[src/clk_ctrl_pkg.sv]
/*
 * Constants, register map and state types for the clock speed and PLL
 * configuration block.
 * Assumes a 32-bit AXI4-Lite register bus whose byte address is four
 * times the register index.
 */
`default_nettype none

package clk_ctrl_pkg;

   // ---------------------------------------------------------------
   // Register indices and byte addresses
   // ---------------------------------------------------------------
   localparam logic [7:0] CLK_MODE_IDX  = 8'h8F;
   localparam logic [7:0] PLL_CTRL_IDX  = 8'hE9;
   localparam logic [7:0] N_DIV_IDX     = 8'hEE;
   localparam logic [7:0] R_DIV_IDX     = 8'hEF;
   localparam logic [9:0] CLK_MODE_ADDR = {CLK_MODE_IDX, 2'b00};
   localparam logic [9:0] PLL_CTRL_ADDR = {PLL_CTRL_IDX, 2'b00};
   localparam logic [9:0] N_DIV_ADDR    = {N_DIV_IDX, 2'b00};
   localparam logic [9:0] R_DIV_ADDR    = {R_DIV_IDX, 2'b00};

   // ---------------------------------------------------------------
   // Clock mode control fields
   // ---------------------------------------------------------------
   localparam int TWO_WIRE_BIT   = 7;
   localparam int WATCHDOG_BIT   = 6;
   localparam int UART_BIT       = 4;
   localparam int TIMER_ONE_BIT  = 2;
   localparam int TIMER_ZERO_BIT = 1;
   localparam int DOUBLE_BIT     = 0;
   localparam logic [7:0] CLK_MODE_RESET = 8'h00;

   // ---------------------------------------------------------------
   // PLL control and divider fields
   // ---------------------------------------------------------------
   localparam int R_LOW_MSB       = 7;
   localparam int R_LOW_LSB       = 6;
   localparam int HOLD_RESET_BIT  = 3;
   localparam int ENABLE_BIT      = 1;
   localparam int LOCK_BIT        = 0;
   localparam logic [7:0] PLL_CTRL_RESET = 8'h08;
   localparam logic [7:0] N_DIV_RESET    = 8'h00;
   localparam logic [7:0] R_DIV_RESET    = 8'h00;

   // ---------------------------------------------------------------
   // Machine cycle lengths in oscillator periods
   // ---------------------------------------------------------------
   localparam logic [3:0] STD_PERIODS    = 4'hC;
   localparam logic [3:0] DOUBLE_PERIODS = 4'h6;

   // ---------------------------------------------------------------
   // Peripheral tick positions
   // ---------------------------------------------------------------
   localparam int PERIPH_TWO_WIRE   = 4;
   localparam int PERIPH_WATCHDOG   = 3;
   localparam int PERIPH_UART       = 2;
   localparam int PERIPH_TIMER_ONE  = 1;
   localparam int PERIPH_TIMER_ZERO = 0;

   // ---------------------------------------------------------------
   // Bus responses
   // ---------------------------------------------------------------
   localparam logic [1:0] RESP_OKAY   = 2'h0;
   localparam logic [1:0] RESP_SLVERR = 2'h2;

   typedef enum logic [2:0]
   {
      SEL_NONE     = 3'b000,
      SEL_CLK_MODE = 3'b001,
      SEL_PLL_CTRL = 3'b010,
      SEL_N_DIV    = 3'b011,
      SEL_R_DIV    = 3'b100
   } reg_sel_e;

   typedef struct packed
   {
      logic       cpu;
      logic       per;
      logic       machine;
      logic [4:0] periph;
   } clk_tick_s;

   typedef struct packed
   {
      logic       hold_reset;
      logic       enable;
      logic [6:0] n_div;
      logic [9:0] r_div;
   } pll_cfg_s;

   typedef struct packed
   {
      reg_sel_e   aw_sel;
      logic       aw_got;
      logic [7:0] w_data;
      logic       w_en;
      logic       w_got;
      logic       bvalid;
      logic [1:0] bresp;
      logic       rvalid;
      logic [7:0] rdata;
      logic [1:0] rresp;
      logic [4:0] periph_src;
      logic       double_speed;
      logic [1:0] r_low;
      logic       hold_reset;
      logic       enable;
      logic [6:0] n_div;
      logic [7:0] r_high;
      logic       half_phase;
      logic [3:0] mc_count;
      clk_tick_s  ticks;
   } ctrl_state_s;

endpackage

`default_nettype wire

[src/clock_speed_and_pll_config.sv]
/*
 * Clock speed and PLL configuration registers with an AXI4-Lite slave,
 * clock tick generation for CPU, peripherals and machine cycles.
 * Assumes REF_CLK_IN is the oscillator clock, RESET_IN is the chip reset
 * and the analog PLL sits outside, reporting lock on PLL_LOCK_IN.
 */
// Behaviour
// - Bit 7 picks two-wire clock source
// - Bit 6 picks watchdog clock source
// - Bit 4 picks UART clock source
// - Bit 2 picks timer one source
// - Bit 1 picks timer zero source
// - Bit 0 sets six or twelve periods
// - Reset clears mode bits except bit zero
// - Bit zero loads from boot configuration
// - Mode bits 5 and 3 are unused
// - Hold reset bit resets to one
// - Enable bit switches PLL on, off
// - Lock bit is hardware only, read-only
// - R divider splits across two registers
// - N divider seven bits, top reads zero
// - PLL control bits 5,4,2 read zero
// - Dividers feed the PLL comparator
`default_nettype none

module clock_speed_and_pll_config
#(
   parameter int ADDR_W        = 12,
   parameter bit FLASH_VARIANT = 1'b1
)
(
   input  wire logic                  REF_CLK_IN,
   input  wire logic                  RESET_IN,
   input  wire logic [ADDR_W-1:0]     AWADDR_IN,
   input  wire logic                  AWVALID_IN,
   output var  logic                  AWREADY_OUT,
   input  wire logic [31:0]           WDATA_IN,
   input  wire logic [3:0]            WSTRB_IN,
   input  wire logic                  WVALID_IN,
   output var  logic                  WREADY_OUT,
   output var  logic [1:0]            BRESP_OUT,
   output var  logic                  BVALID_OUT,
   input  wire logic                  BREADY_IN,
   input  wire logic [ADDR_W-1:0]     ARADDR_IN,
   input  wire logic                  ARVALID_IN,
   output var  logic                  ARREADY_OUT,
   output var  logic [31:0]           RDATA_OUT,
   output var  logic [1:0]            RRESP_OUT,
   output var  logic                  RVALID_OUT,
   input  wire logic                  RREADY_IN,
   input  wire logic                  DOUBLE_SPEED_BOOT_IN,
   input  wire logic                  PLL_LOCK_IN,
   output var  logic                  DOUBLE_SPEED_OUT,
   output var  clk_ctrl_pkg::clk_tick_s TICK_OUT,
   output var  clk_ctrl_pkg::pll_cfg_s  PLL_CFG_OUT
);

   import clk_ctrl_pkg::*;

   ctrl_state_s st_r;
   ctrl_state_s st_nxt;
   logic        lock_level;
   logic        per_tick;
   logic [3:0]  mc_limit;

   // ---------------------------------------------------------------
   // Address decode
   // ---------------------------------------------------------------
   function automatic reg_sel_e decode_f(input logic [ADDR_W-1:0] addr);
      reg_sel_e sel;
      logic [ADDR_W-3:0] idx;
      idx = addr[ADDR_W-1:2];
      if (idx == (ADDR_W-2)'(CLK_MODE_IDX))
      begin
         sel = SEL_CLK_MODE;
      end
      else if (idx == (ADDR_W-2)'(PLL_CTRL_IDX))
      begin
         sel = SEL_PLL_CTRL;
      end
      else if (idx == (ADDR_W-2)'(N_DIV_IDX))
      begin
         sel = SEL_N_DIV;
      end
      else if (idx == (ADDR_W-2)'(R_DIV_IDX))
      begin
         sel = SEL_R_DIV;
      end
      else
      begin
         sel = SEL_NONE;
      end
      return sel;
   endfunction

   // ---------------------------------------------------------------
   // Lock synchroniser
   // ---------------------------------------------------------------
   // lock level synchronised
   lock_sync u_lock_sync
   (
      .REF_CLK_IN    (REF_CLK_IN),
      .RESET_IN      (RESET_IN),
      .LOCK_ASYNC_IN (PLL_LOCK_IN),
      .LOCK_SYNC_OUT (lock_level)
   );

   // ---------------------------------------------------------------
   // Handshake outputs
   // ---------------------------------------------------------------
   assign AWREADY_OUT = !st_r.aw_got && !st_r.bvalid;
   assign WREADY_OUT  = !st_r.w_got && !st_r.bvalid;
   assign ARREADY_OUT = !st_r.rvalid;
   assign BVALID_OUT  = st_r.bvalid;
   assign BRESP_OUT   = st_r.bresp;
   assign RVALID_OUT  = st_r.rvalid;
   assign RRESP_OUT   = st_r.rresp;
   assign RDATA_OUT   = {24'h000000, st_r.rdata};

   // ---------------------------------------------------------------
   // Speed mode derived terms
   // ---------------------------------------------------------------
   // peripheral rate follows mode
   assign per_tick = st_r.double_speed | st_r.half_phase;
   assign mc_limit = st_r.double_speed ? DOUBLE_PERIODS : STD_PERIODS;

   // ---------------------------------------------------------------
   // Next state
   // ---------------------------------------------------------------
   always_comb
   begin
      st_nxt = st_r;

      // Write address and data capture
      if (AWVALID_IN && AWREADY_OUT)
      begin
         st_nxt.aw_got = 1'b1;
         st_nxt.aw_sel = decode_f(AWADDR_IN);
      end
      if (WVALID_IN && WREADY_OUT)
      begin
         st_nxt.w_got  = 1'b1;
         st_nxt.w_data = WDATA_IN[7:0];
         st_nxt.w_en   = WSTRB_IN[0];
      end

      // Register write once both halves are held
      if (st_r.aw_got && st_r.w_got)
      begin
         st_nxt.aw_got = 1'b0;
         st_nxt.w_got  = 1'b0;
         st_nxt.bvalid = 1'b1;
         st_nxt.bresp  = RESP_OKAY;
         case (st_r.aw_sel)
            SEL_CLK_MODE:
            begin
               if (st_r.w_en)
               begin
                  st_nxt.periph_src[PERIPH_TWO_WIRE] = st_r.w_data[TWO_WIRE_BIT];
                  st_nxt.periph_src[PERIPH_WATCHDOG] = st_r.w_data[WATCHDOG_BIT];
                  st_nxt.periph_src[PERIPH_UART] = st_r.w_data[UART_BIT];
                  st_nxt.periph_src[PERIPH_TIMER_ONE] = st_r.w_data[TIMER_ONE_BIT];
                  st_nxt.periph_src[PERIPH_TIMER_ZERO] = st_r.w_data[TIMER_ZERO_BIT];
                  st_nxt.double_speed = st_r.w_data[DOUBLE_BIT];
               end
            end
            SEL_PLL_CTRL:
            begin
               if (st_r.w_en)
               begin
                  st_nxt.r_low = st_r.w_data[R_LOW_MSB:R_LOW_LSB];
                  st_nxt.hold_reset = st_r.w_data[HOLD_RESET_BIT];
                  st_nxt.enable = st_r.w_data[ENABLE_BIT];
               end
            end
            SEL_N_DIV:
            begin
               if (st_r.w_en)
               begin
                  st_nxt.n_div = st_r.w_data[6:0];
               end
            end
            SEL_R_DIV:
            begin
               if (st_r.w_en)
               begin
                  st_nxt.r_high = st_r.w_data;
               end
            end
            default:
            begin
               st_nxt.bresp = RESP_SLVERR;
            end
         endcase
      end

      // Write response retire
      if (st_r.bvalid && BREADY_IN)
      begin
         st_nxt.bvalid = 1'b0;
      end

      // Read address capture and data
      if (ARVALID_IN && ARREADY_OUT)
      begin
         st_nxt.rvalid = 1'b1;
         st_nxt.rresp  = RESP_OKAY;
         case (decode_f(ARADDR_IN))
            SEL_CLK_MODE:
            begin
               st_nxt.rdata = {st_r.periph_src[PERIPH_TWO_WIRE],
                               st_r.periph_src[PERIPH_WATCHDOG], 1'b0,
                               st_r.periph_src[PERIPH_UART], 1'b0,
                               st_r.periph_src[PERIPH_TIMER_ONE],
                               st_r.periph_src[PERIPH_TIMER_ZERO],
                               st_r.double_speed};
            end
            SEL_PLL_CTRL:
            begin
               st_nxt.rdata = {st_r.r_low, 2'b00, st_r.hold_reset, 1'b0,
                               st_r.enable, lock_level};
            end
            SEL_N_DIV:
            begin
               st_nxt.rdata = {1'b0, st_r.n_div};
            end
            SEL_R_DIV:
            begin
               st_nxt.rdata = st_r.r_high;
            end
            default:
            begin
               st_nxt.rdata = 8'h00;
               st_nxt.rresp = RESP_SLVERR;
            end
         endcase
      end

      // Read response retire
      if (st_r.rvalid && RREADY_IN)
      begin
         st_nxt.rvalid = 1'b0;
      end

      // Oscillator divided by two phase
      st_nxt.half_phase = !st_r.half_phase;

      if (st_r.mc_count >= mc_limit - 4'h1)
      begin
         st_nxt.mc_count = 4'h0;
      end
      else
      begin
         st_nxt.mc_count = st_r.mc_count + 4'h1;
      end
      st_nxt.ticks.machine = (st_r.mc_count >= mc_limit - 4'h1);

      st_nxt.ticks.cpu = per_tick;
      st_nxt.ticks.per = per_tick;

      for (int i = 0; i < 5; i++)
      begin
         st_nxt.ticks.periph[i] = st_r.periph_src[i] ? st_r.half_phase : per_tick;
      end

      if (RESET_IN)
      begin
         st_nxt              = '0;
         st_nxt.aw_sel       = SEL_NONE;
         st_nxt.bresp        = RESP_OKAY;
         st_nxt.rresp        = RESP_OKAY;
         st_nxt.periph_src   = {CLK_MODE_RESET[TWO_WIRE_BIT],
                                CLK_MODE_RESET[WATCHDOG_BIT],
                                CLK_MODE_RESET[UART_BIT],
                                CLK_MODE_RESET[TIMER_ONE_BIT],
                                CLK_MODE_RESET[TIMER_ZERO_BIT]};
         st_nxt.double_speed = FLASH_VARIANT && DOUBLE_SPEED_BOOT_IN;
         st_nxt.r_low        = PLL_CTRL_RESET[R_LOW_MSB:R_LOW_LSB];
         st_nxt.hold_reset   = PLL_CTRL_RESET[HOLD_RESET_BIT];
         st_nxt.enable       = PLL_CTRL_RESET[ENABLE_BIT];
         st_nxt.n_div        = N_DIV_RESET[6:0];
         st_nxt.r_high       = R_DIV_RESET;
      end
   end

   // ---------------------------------------------------------------
   // State register
   // ---------------------------------------------------------------
   always_ff @(posedge REF_CLK_IN)
   begin
      st_r <= st_nxt;
   end

   // ---------------------------------------------------------------
   // Outputs
   // ---------------------------------------------------------------
   assign DOUBLE_SPEED_OUT       = st_r.double_speed;
   assign TICK_OUT               = st_r.ticks;
   assign PLL_CFG_OUT            = {st_r.hold_reset, st_r.enable, st_r.n_div,
                                    st_r.r_high, st_r.r_low};

endmodule // clock_speed_and_pll_config

`default_nettype wire

[src/lock_sync.sv]
/*
 * Two-stage synchroniser for the PLL lock level.
 * Assumes the lock level is asynchronous to the register clock.
 */
`default_nettype none

module lock_sync
(
   input  wire logic REF_CLK_IN,
   input  wire logic RESET_IN,
   input  wire logic LOCK_ASYNC_IN,
   output var  logic LOCK_SYNC_OUT
);

   logic meta_r;
   logic sync_r;

   // ---------------------------------------------------------------
   // Synchroniser stages
   // ---------------------------------------------------------------
   always_ff @(posedge REF_CLK_IN)
   begin
      if (RESET_IN)
      begin
         meta_r <= 1'b0;
         sync_r <= 1'b0;
      end
      else
      begin
         meta_r <= LOCK_ASYNC_IN;
         sync_r <= meta_r;
      end
   end

   assign LOCK_SYNC_OUT = sync_r;

endmodule // lock_sync

`default_nettype wire

[config.mk]
export PLATFORM = sky130hd
export DESIGN_NAME = clock_speed_and_pll_config
export DESIGN_NICKNAME = d
export VERILOG_FILES = /design/src/clk_ctrl_pkg.sv /design/src/clock_speed_and_pll_config.sv /design/src/lock_sync.sv
export SDC_FILE = /design/constraint.sdc
export NUM_CORES = 1
export LEC_CHECK = 0
export ABC_AREA = 0
export BUFFER_PORTS_ARGS = -buffer_cell sky130_fd_sc_hd__buf_2
export CORE_ASPECT_RATIO = 1.5
export CORE_MARGIN = 5
export CORE_UTILIZATION = 51
export CTS_CLUSTER_DIAMETER = 40
export DETAILED_ROUTE_END_ITERATION = 8
export GPL_ROUTABILITY_DRIVEN = 0
export PLACE_DENSITY = 0.91
export SLEW_MARGIN = 20
export SYNTH_ARGS = -nofsm -noshare
export SYNTH_HDL_FRONTEND = slang
export SYNTH_HIERARCHICAL = 1
export SYNTH_SLANG_ARGS = --single-unit
[constraint.sdc]
create_clock -name REF_CLK_IN -period 3.9 [get_ports REF_CLK_IN]
set_input_delay 0.39 -clock REF_CLK_IN [delete_from_list [all_inputs] [get_ports REF_CLK_IN]]
set_output_delay 0.39 -clock REF_CLK_IN [all_outputs]
set_load 0.05 [all_outputs]
# After elaboration in Yosys (flattened, before gate mapping)
# Index checks and enable logic that the tools add are counted.
[op_classes] add_sub_neg=2 n_mul=0 div=0 magnitude_cmp=1 eq_ne=16 shift=0 n_mux=29 bitwise_logic=1 reduce_logical=27
[ops] cell="$eq A10 B8 Y1 const B" count=8
[ops] cell="$mux W33" count=1
[ops] cell="$pmux W8 S4" count=1
[ops] cell="$mux W3" count=9
[ops] cell="$mux W20" count=1
[ops] cell="$mux W4" count=4
[ops] cell="$mux W8" count=2
[ops] cell="$reduce_and A3 Y1" count=5
[ops] cell="$mux W7" count=2
[ops] cell="$eq A3 B2 Y1 const B" count=4
[ops] cell="$logic_and A1 B1 Y1" count=8
[ops] cell="$reduce_or A2 Y1" count=4
[ops] cell="$reduce_or A4 Y1" count=2
[ops] cell="$mux W1" count=7
[ops] cell="$eq A3 B1 Y1 const B" count=2
[ops] cell="$eq A3 B3 Y1 const B" count=2
[ops] cell="$reduce_bool A2 Y1" count=3
[ops] cell="$logic_not A1 Y1" count=5
[ops] cell="$add A4 B1 Y4 const B" count=1
[ops] cell="$ge A4 B4 Y1" count=1
[ops] cell="$mux W2" count=2
[ops] cell="$sub A4 B1 Y4 const B" count=1
[ops] cell="$or A1 B1 Y1" count=1
[word_totals] reg_bits=67 latch_bits=0 ram_bits=0 mem_bits_ro=0 input_bits=69 output_inout_bits=69 word_cells=100 mem_count=0

# Longest topological paths before layout
[logic_depth] ltp_word=9 mapped_depth=6 mapped_depth_nobuf=5

# Hierarchy
# Netlist, hierarchy kept.
[by_module_without_submodules] mod="clock_speed_and_pll_config" n_inst=1 cells_per_inst=341 area_per_inst_um2=3059.2 seq_area_each_um2=1271.2
[by_module_without_submodules] mod="lock_sync" n_inst=1 cells_per_inst=4 area_per_inst_um2=52.6 seq_area_each_um2=40.0

# Least setup slack after synthesis
# Ideal clock, no wire load.
[synth_timing] path_type="reg2reg" start="reg st_r (netlist bit BVALID_OUT)" end="reg st_r[57] (netlist bit)" setup_ns=0.071 arrival_time_ns=1.945 required_time_ns=3.829 path_slack_ns=1.884 stages_incl_launch_ff=6 path_buffers=1 synth_period_minus_slack_ns=2.016 path_cell_list="dfxtp_1 -> nor2_1 -> and2_1 -> clkbuf_1 -> nand2_1 -> a21oi_1"
[synth_via] elab_chain_len=3
[synth_rtl] item="start, declared" line="clock_speed_and_pll_config.sv:60" text="ctrl_state_s st_r;"
[synth_rtl] item="start signal, assigned" line="clock_speed_and_pll_config.sv:291" text="st_r <= st_nxt;"
[synth_rtl] item="$logic_not A1 Y1" line="clock_speed_and_pll_config.sv:112" text="assign WREADY_OUT = !st_r.w_got && !st_r.bvalid;"
[synth_rtl] item="$logic_and A1 B1 Y1" line="clock_speed_and_pll_config.sv:112"
[synth_rtl] item="net WREADY_OUT" line="clock_speed_and_pll_config.sv:40" text="output var logic WREADY_OUT,"
[synth_rtl] item="$logic_and A1 B1 Y1" line="clock_speed_and_pll_config.sv:140" text="if (WVALID_IN && WREADY_OUT)"
# The timed path passes the listed nets, and every way through them passes these cells.
# A chain may end at the register's enable or synchronous reset.

# Worst setup path after layout
[layout_timing] start="reg st_r[62] (netlist bit)" end="reg st_r (netlist bit PLL_CFG_OUT[13])"
[layout_via] elab_chain_len=2
[layout_rtl] item="$logic_and A1 B1 Y1" line="clock_speed_and_pll_config.sv:148" text="if (st_r.aw_got && st_r.w_got)"
[layout_rtl] item="$reduce_and A3 Y1 (no source line)"
# No other way between the ends.

==> qor.txt <==
critical-path cell list -> and2_1 > nand4_1 > mux2i_1 > nor2_1
CP required -> 4.10 ns
Synth Warn # -> 6
clock tree root buffer cell -> clkbuf_8
cts hold-fix bufs -> 0
Post-synth top cells -> dfxtp_1, buf_4, nor2_1, nand2_1, mux2i_1
post-route clock period utilization -> 0.4387
die area -> 7795 µm²
CTS clk-pin slew, worst paths -> 0.07 ns
Synth area leaders -> dfxtp_1, buf_4, mux2i_1
peak supply drop -> 0.2541 mV
cells after synthesis -> 345
max cap viols -> 0
PortBufs -> 80
post-layout net count -> 462
diode count -> 0
fmax -> 0.5845 GHz
drt first pass iters -> 4
WS Path Type -> flop to flop
Yosys cell types -> 48
Final Max Slew Viols -> 0
area delta synth->final -> 8.725%
CP Capture Type -> flop
iteration-0 DRC count of the detailed router -> 110
post-layout min period -> 1.711 ns
Final Setup Violations -> 0
GRT overflow -> 0
Seq cells post-synth -> 65
row cnt -> 35
most numerous cell in the Yosys netlist -> dfxtp_1
CTS Buf Count -> 9
CTS tree -> yes
post-synthesis async set-or-reset flop share -> 0
status -> complete, no violations
Initial Util -> 0.5149
Avg Inst Size Synth -> 9.020 µm²
critical path's largest stage delay -> 0.48 ns
Vias per Instance -> 4.989
post-synth top area share -> 0.4117
worst-skew pair later-pin latency -> 0.34 ns
register area share after synthesis -> 0.4214
Routed Antenna Nets -> 0
number of synthesized flops with an enable pin -> 1
Crit path arrival time -> 1.91 ns
worst-margin pin slew -> 0.8112 ns
Bufs on Longest Clock Path -> 2
HP Class -> input pin to flop
chip height -> 105.7 µm
DRC viols -> 0
WHS -> 0.2250 ns
initial antenna violation count -> 0
I/O pin total -> 138
TNS Setup -> 0 ns
largest net degree at the start of global routing -> 50
Die W -> 73.78 µm
Crit Path Max Fanout -> 8
via count -> 2335
first-pass GRT wire length -> 9.811 mm
synthesized area -> 3112 µm²
crit start category -> flop
post-synth top area cell -> dfxtp_1
floorplan core area -> 6043 µm²
normalized max-slew margin -> 0.4592
# fillers -> 546
Leak -> 1.624 nW
total wire length -> 6.350 mm
Final Skew -> 0.008673 ns
register area -> 1311 µm²
RSZ-0062 raised after global routing -> false
vias in the first global route -> 2228
global-route usage over all layers -> 0.1618
Post-synth top flop -> dfxtp_1
post-cts sizing count -> 0
CTS H-tree depth -> 3
highest-delay cell along the critical path -> nand4_1
routed len/inst -> 13.57 µm
clock sink count -> 65
# Post-CTS Setup Buffers -> 0
layout cells sized above 1 -> 0.2614
Final Hold Vio Count -> 0
power per cell area -> 435.7 nW/µm²
footprint of the multi-input gates -> 1355 µm²
post-DP HPWL -> 5.055 mm
==> flip-flops by register name (all words and copies together) (netlist names), 7 cells and up <==
| signal | cells |
|---|---|
| st_r | 24 |
| PLL_CFG_OUT | 19 |
| RDATA_OUT | 8 |
| TICK_OUT | 7 |
==> cells in the final DEF (no fill, tap or decap), drive strengths merged, types with 2 or more instances in the layout <==
cell type   n
a211oi      2
a21o        2
a21oi      21
a221oi      3
and2        5
and3        2
buf        80
clkbuf     13
clkinv      2
conb       26
dfxtp      64
ha          4
inv         6
mux2i      32
nand2      37
nand3       3
nand4       4
nor2       44
nor2b       3
nor3        3
nor3b       5
o2111ai     2
o21ai      10
or3b        2
xnor2       2
==> cells by family (layout without fill, tap and decap cells) <==
logic type | after synthesis | after routing | share of synthesized area
and+or+nand+nor | 114 | 114 | 0.1737
muxes | 32 | 32 | 0.1029
adders and majority gates | 4 | 4 | 0.01608
DFF | 65 | 65 | 0.4214
buffers and inverters | 78 | 102 | 0.1733
xor gates and xnor gates | 3 | 3 | 0.008445
AOI/OAI and AO/OA | 48 | 48 | 0.1029
other | 1 | 26 | 0.001205
==> metal layers <==
metal	routed length (µm)	GRT usage	vias up	share of wire
li1	-	-	1168	-
met1	2443	0.1722	1073	0.38
met4	166	0.08420	0	0.026
met5	0	0	-	0
met2	3214	0.2754	80	0.51
met3	526	0.05248	14	0.083
==> final cells by class <==
class,count,area share
timing repair buffer,80,0.1183
tap,74,0.02737
multi-input combinational,227,0.4005
inverter,6,0.006657
clock buffer,13,0.05325
clock inverter,3,0.006287
sequential,65,0.3876
==> power by group <==
group / internal, mW / leakage, nW / switching (mW)
registers: 0.689 / 0.532 / 0.0202
logic: 0.0519 / 0.991 / 0.161
clock network: 0.304 / 0.101 / 0.247
total: 1.05 / 1.62 / 0.429
==> final timing paths <==
path                                         start                   endpoint  slack [ns]  cells past startpoint
worst max register to register            st_r[62]            PLL_CFG_OUT[13]        2.19                      4
worst min register to register  u_lock_sync/meta_r  u_lock_sync/LOCK_SYNC_OUT        0.44                      1
worst max-delay path                      st_r[62]            PLL_CFG_OUT[13]        2.19                      4
worst min-delay path                     RREADY_IN                 RVALID_OUT        0.22                      2
==> critical path, delay by kind of cell (launching register included) <==
family           cells  cell delay, ns
DFF                  1            0.38
muxes                1            0.32
and+or+nand+nor      3            0.86
==> stage by stage <==
stage / power [mW] / util / area, µm² / std cells / setup WS [ns]
3_3_place_gp: 0.9307 / 0.5265 / 3182 / 452 / 1.955
2_1_floorplan: 0.9169 / - / 3206 / 370 / 1.884
6_report: 1.474 / 0.5598 / 3383 / 468 / 2.189
3_5_place_dp: 0.9374 / 0.5265 / 3182 / 452 / 1.953
4_1_cts: 1.477 / 0.5598 / 3383 / 468 / 2.182
5_1_grt: 1.524 / 0.5598 / 3383 / 468 / 2.074
(Power assumes the default switching activity.)
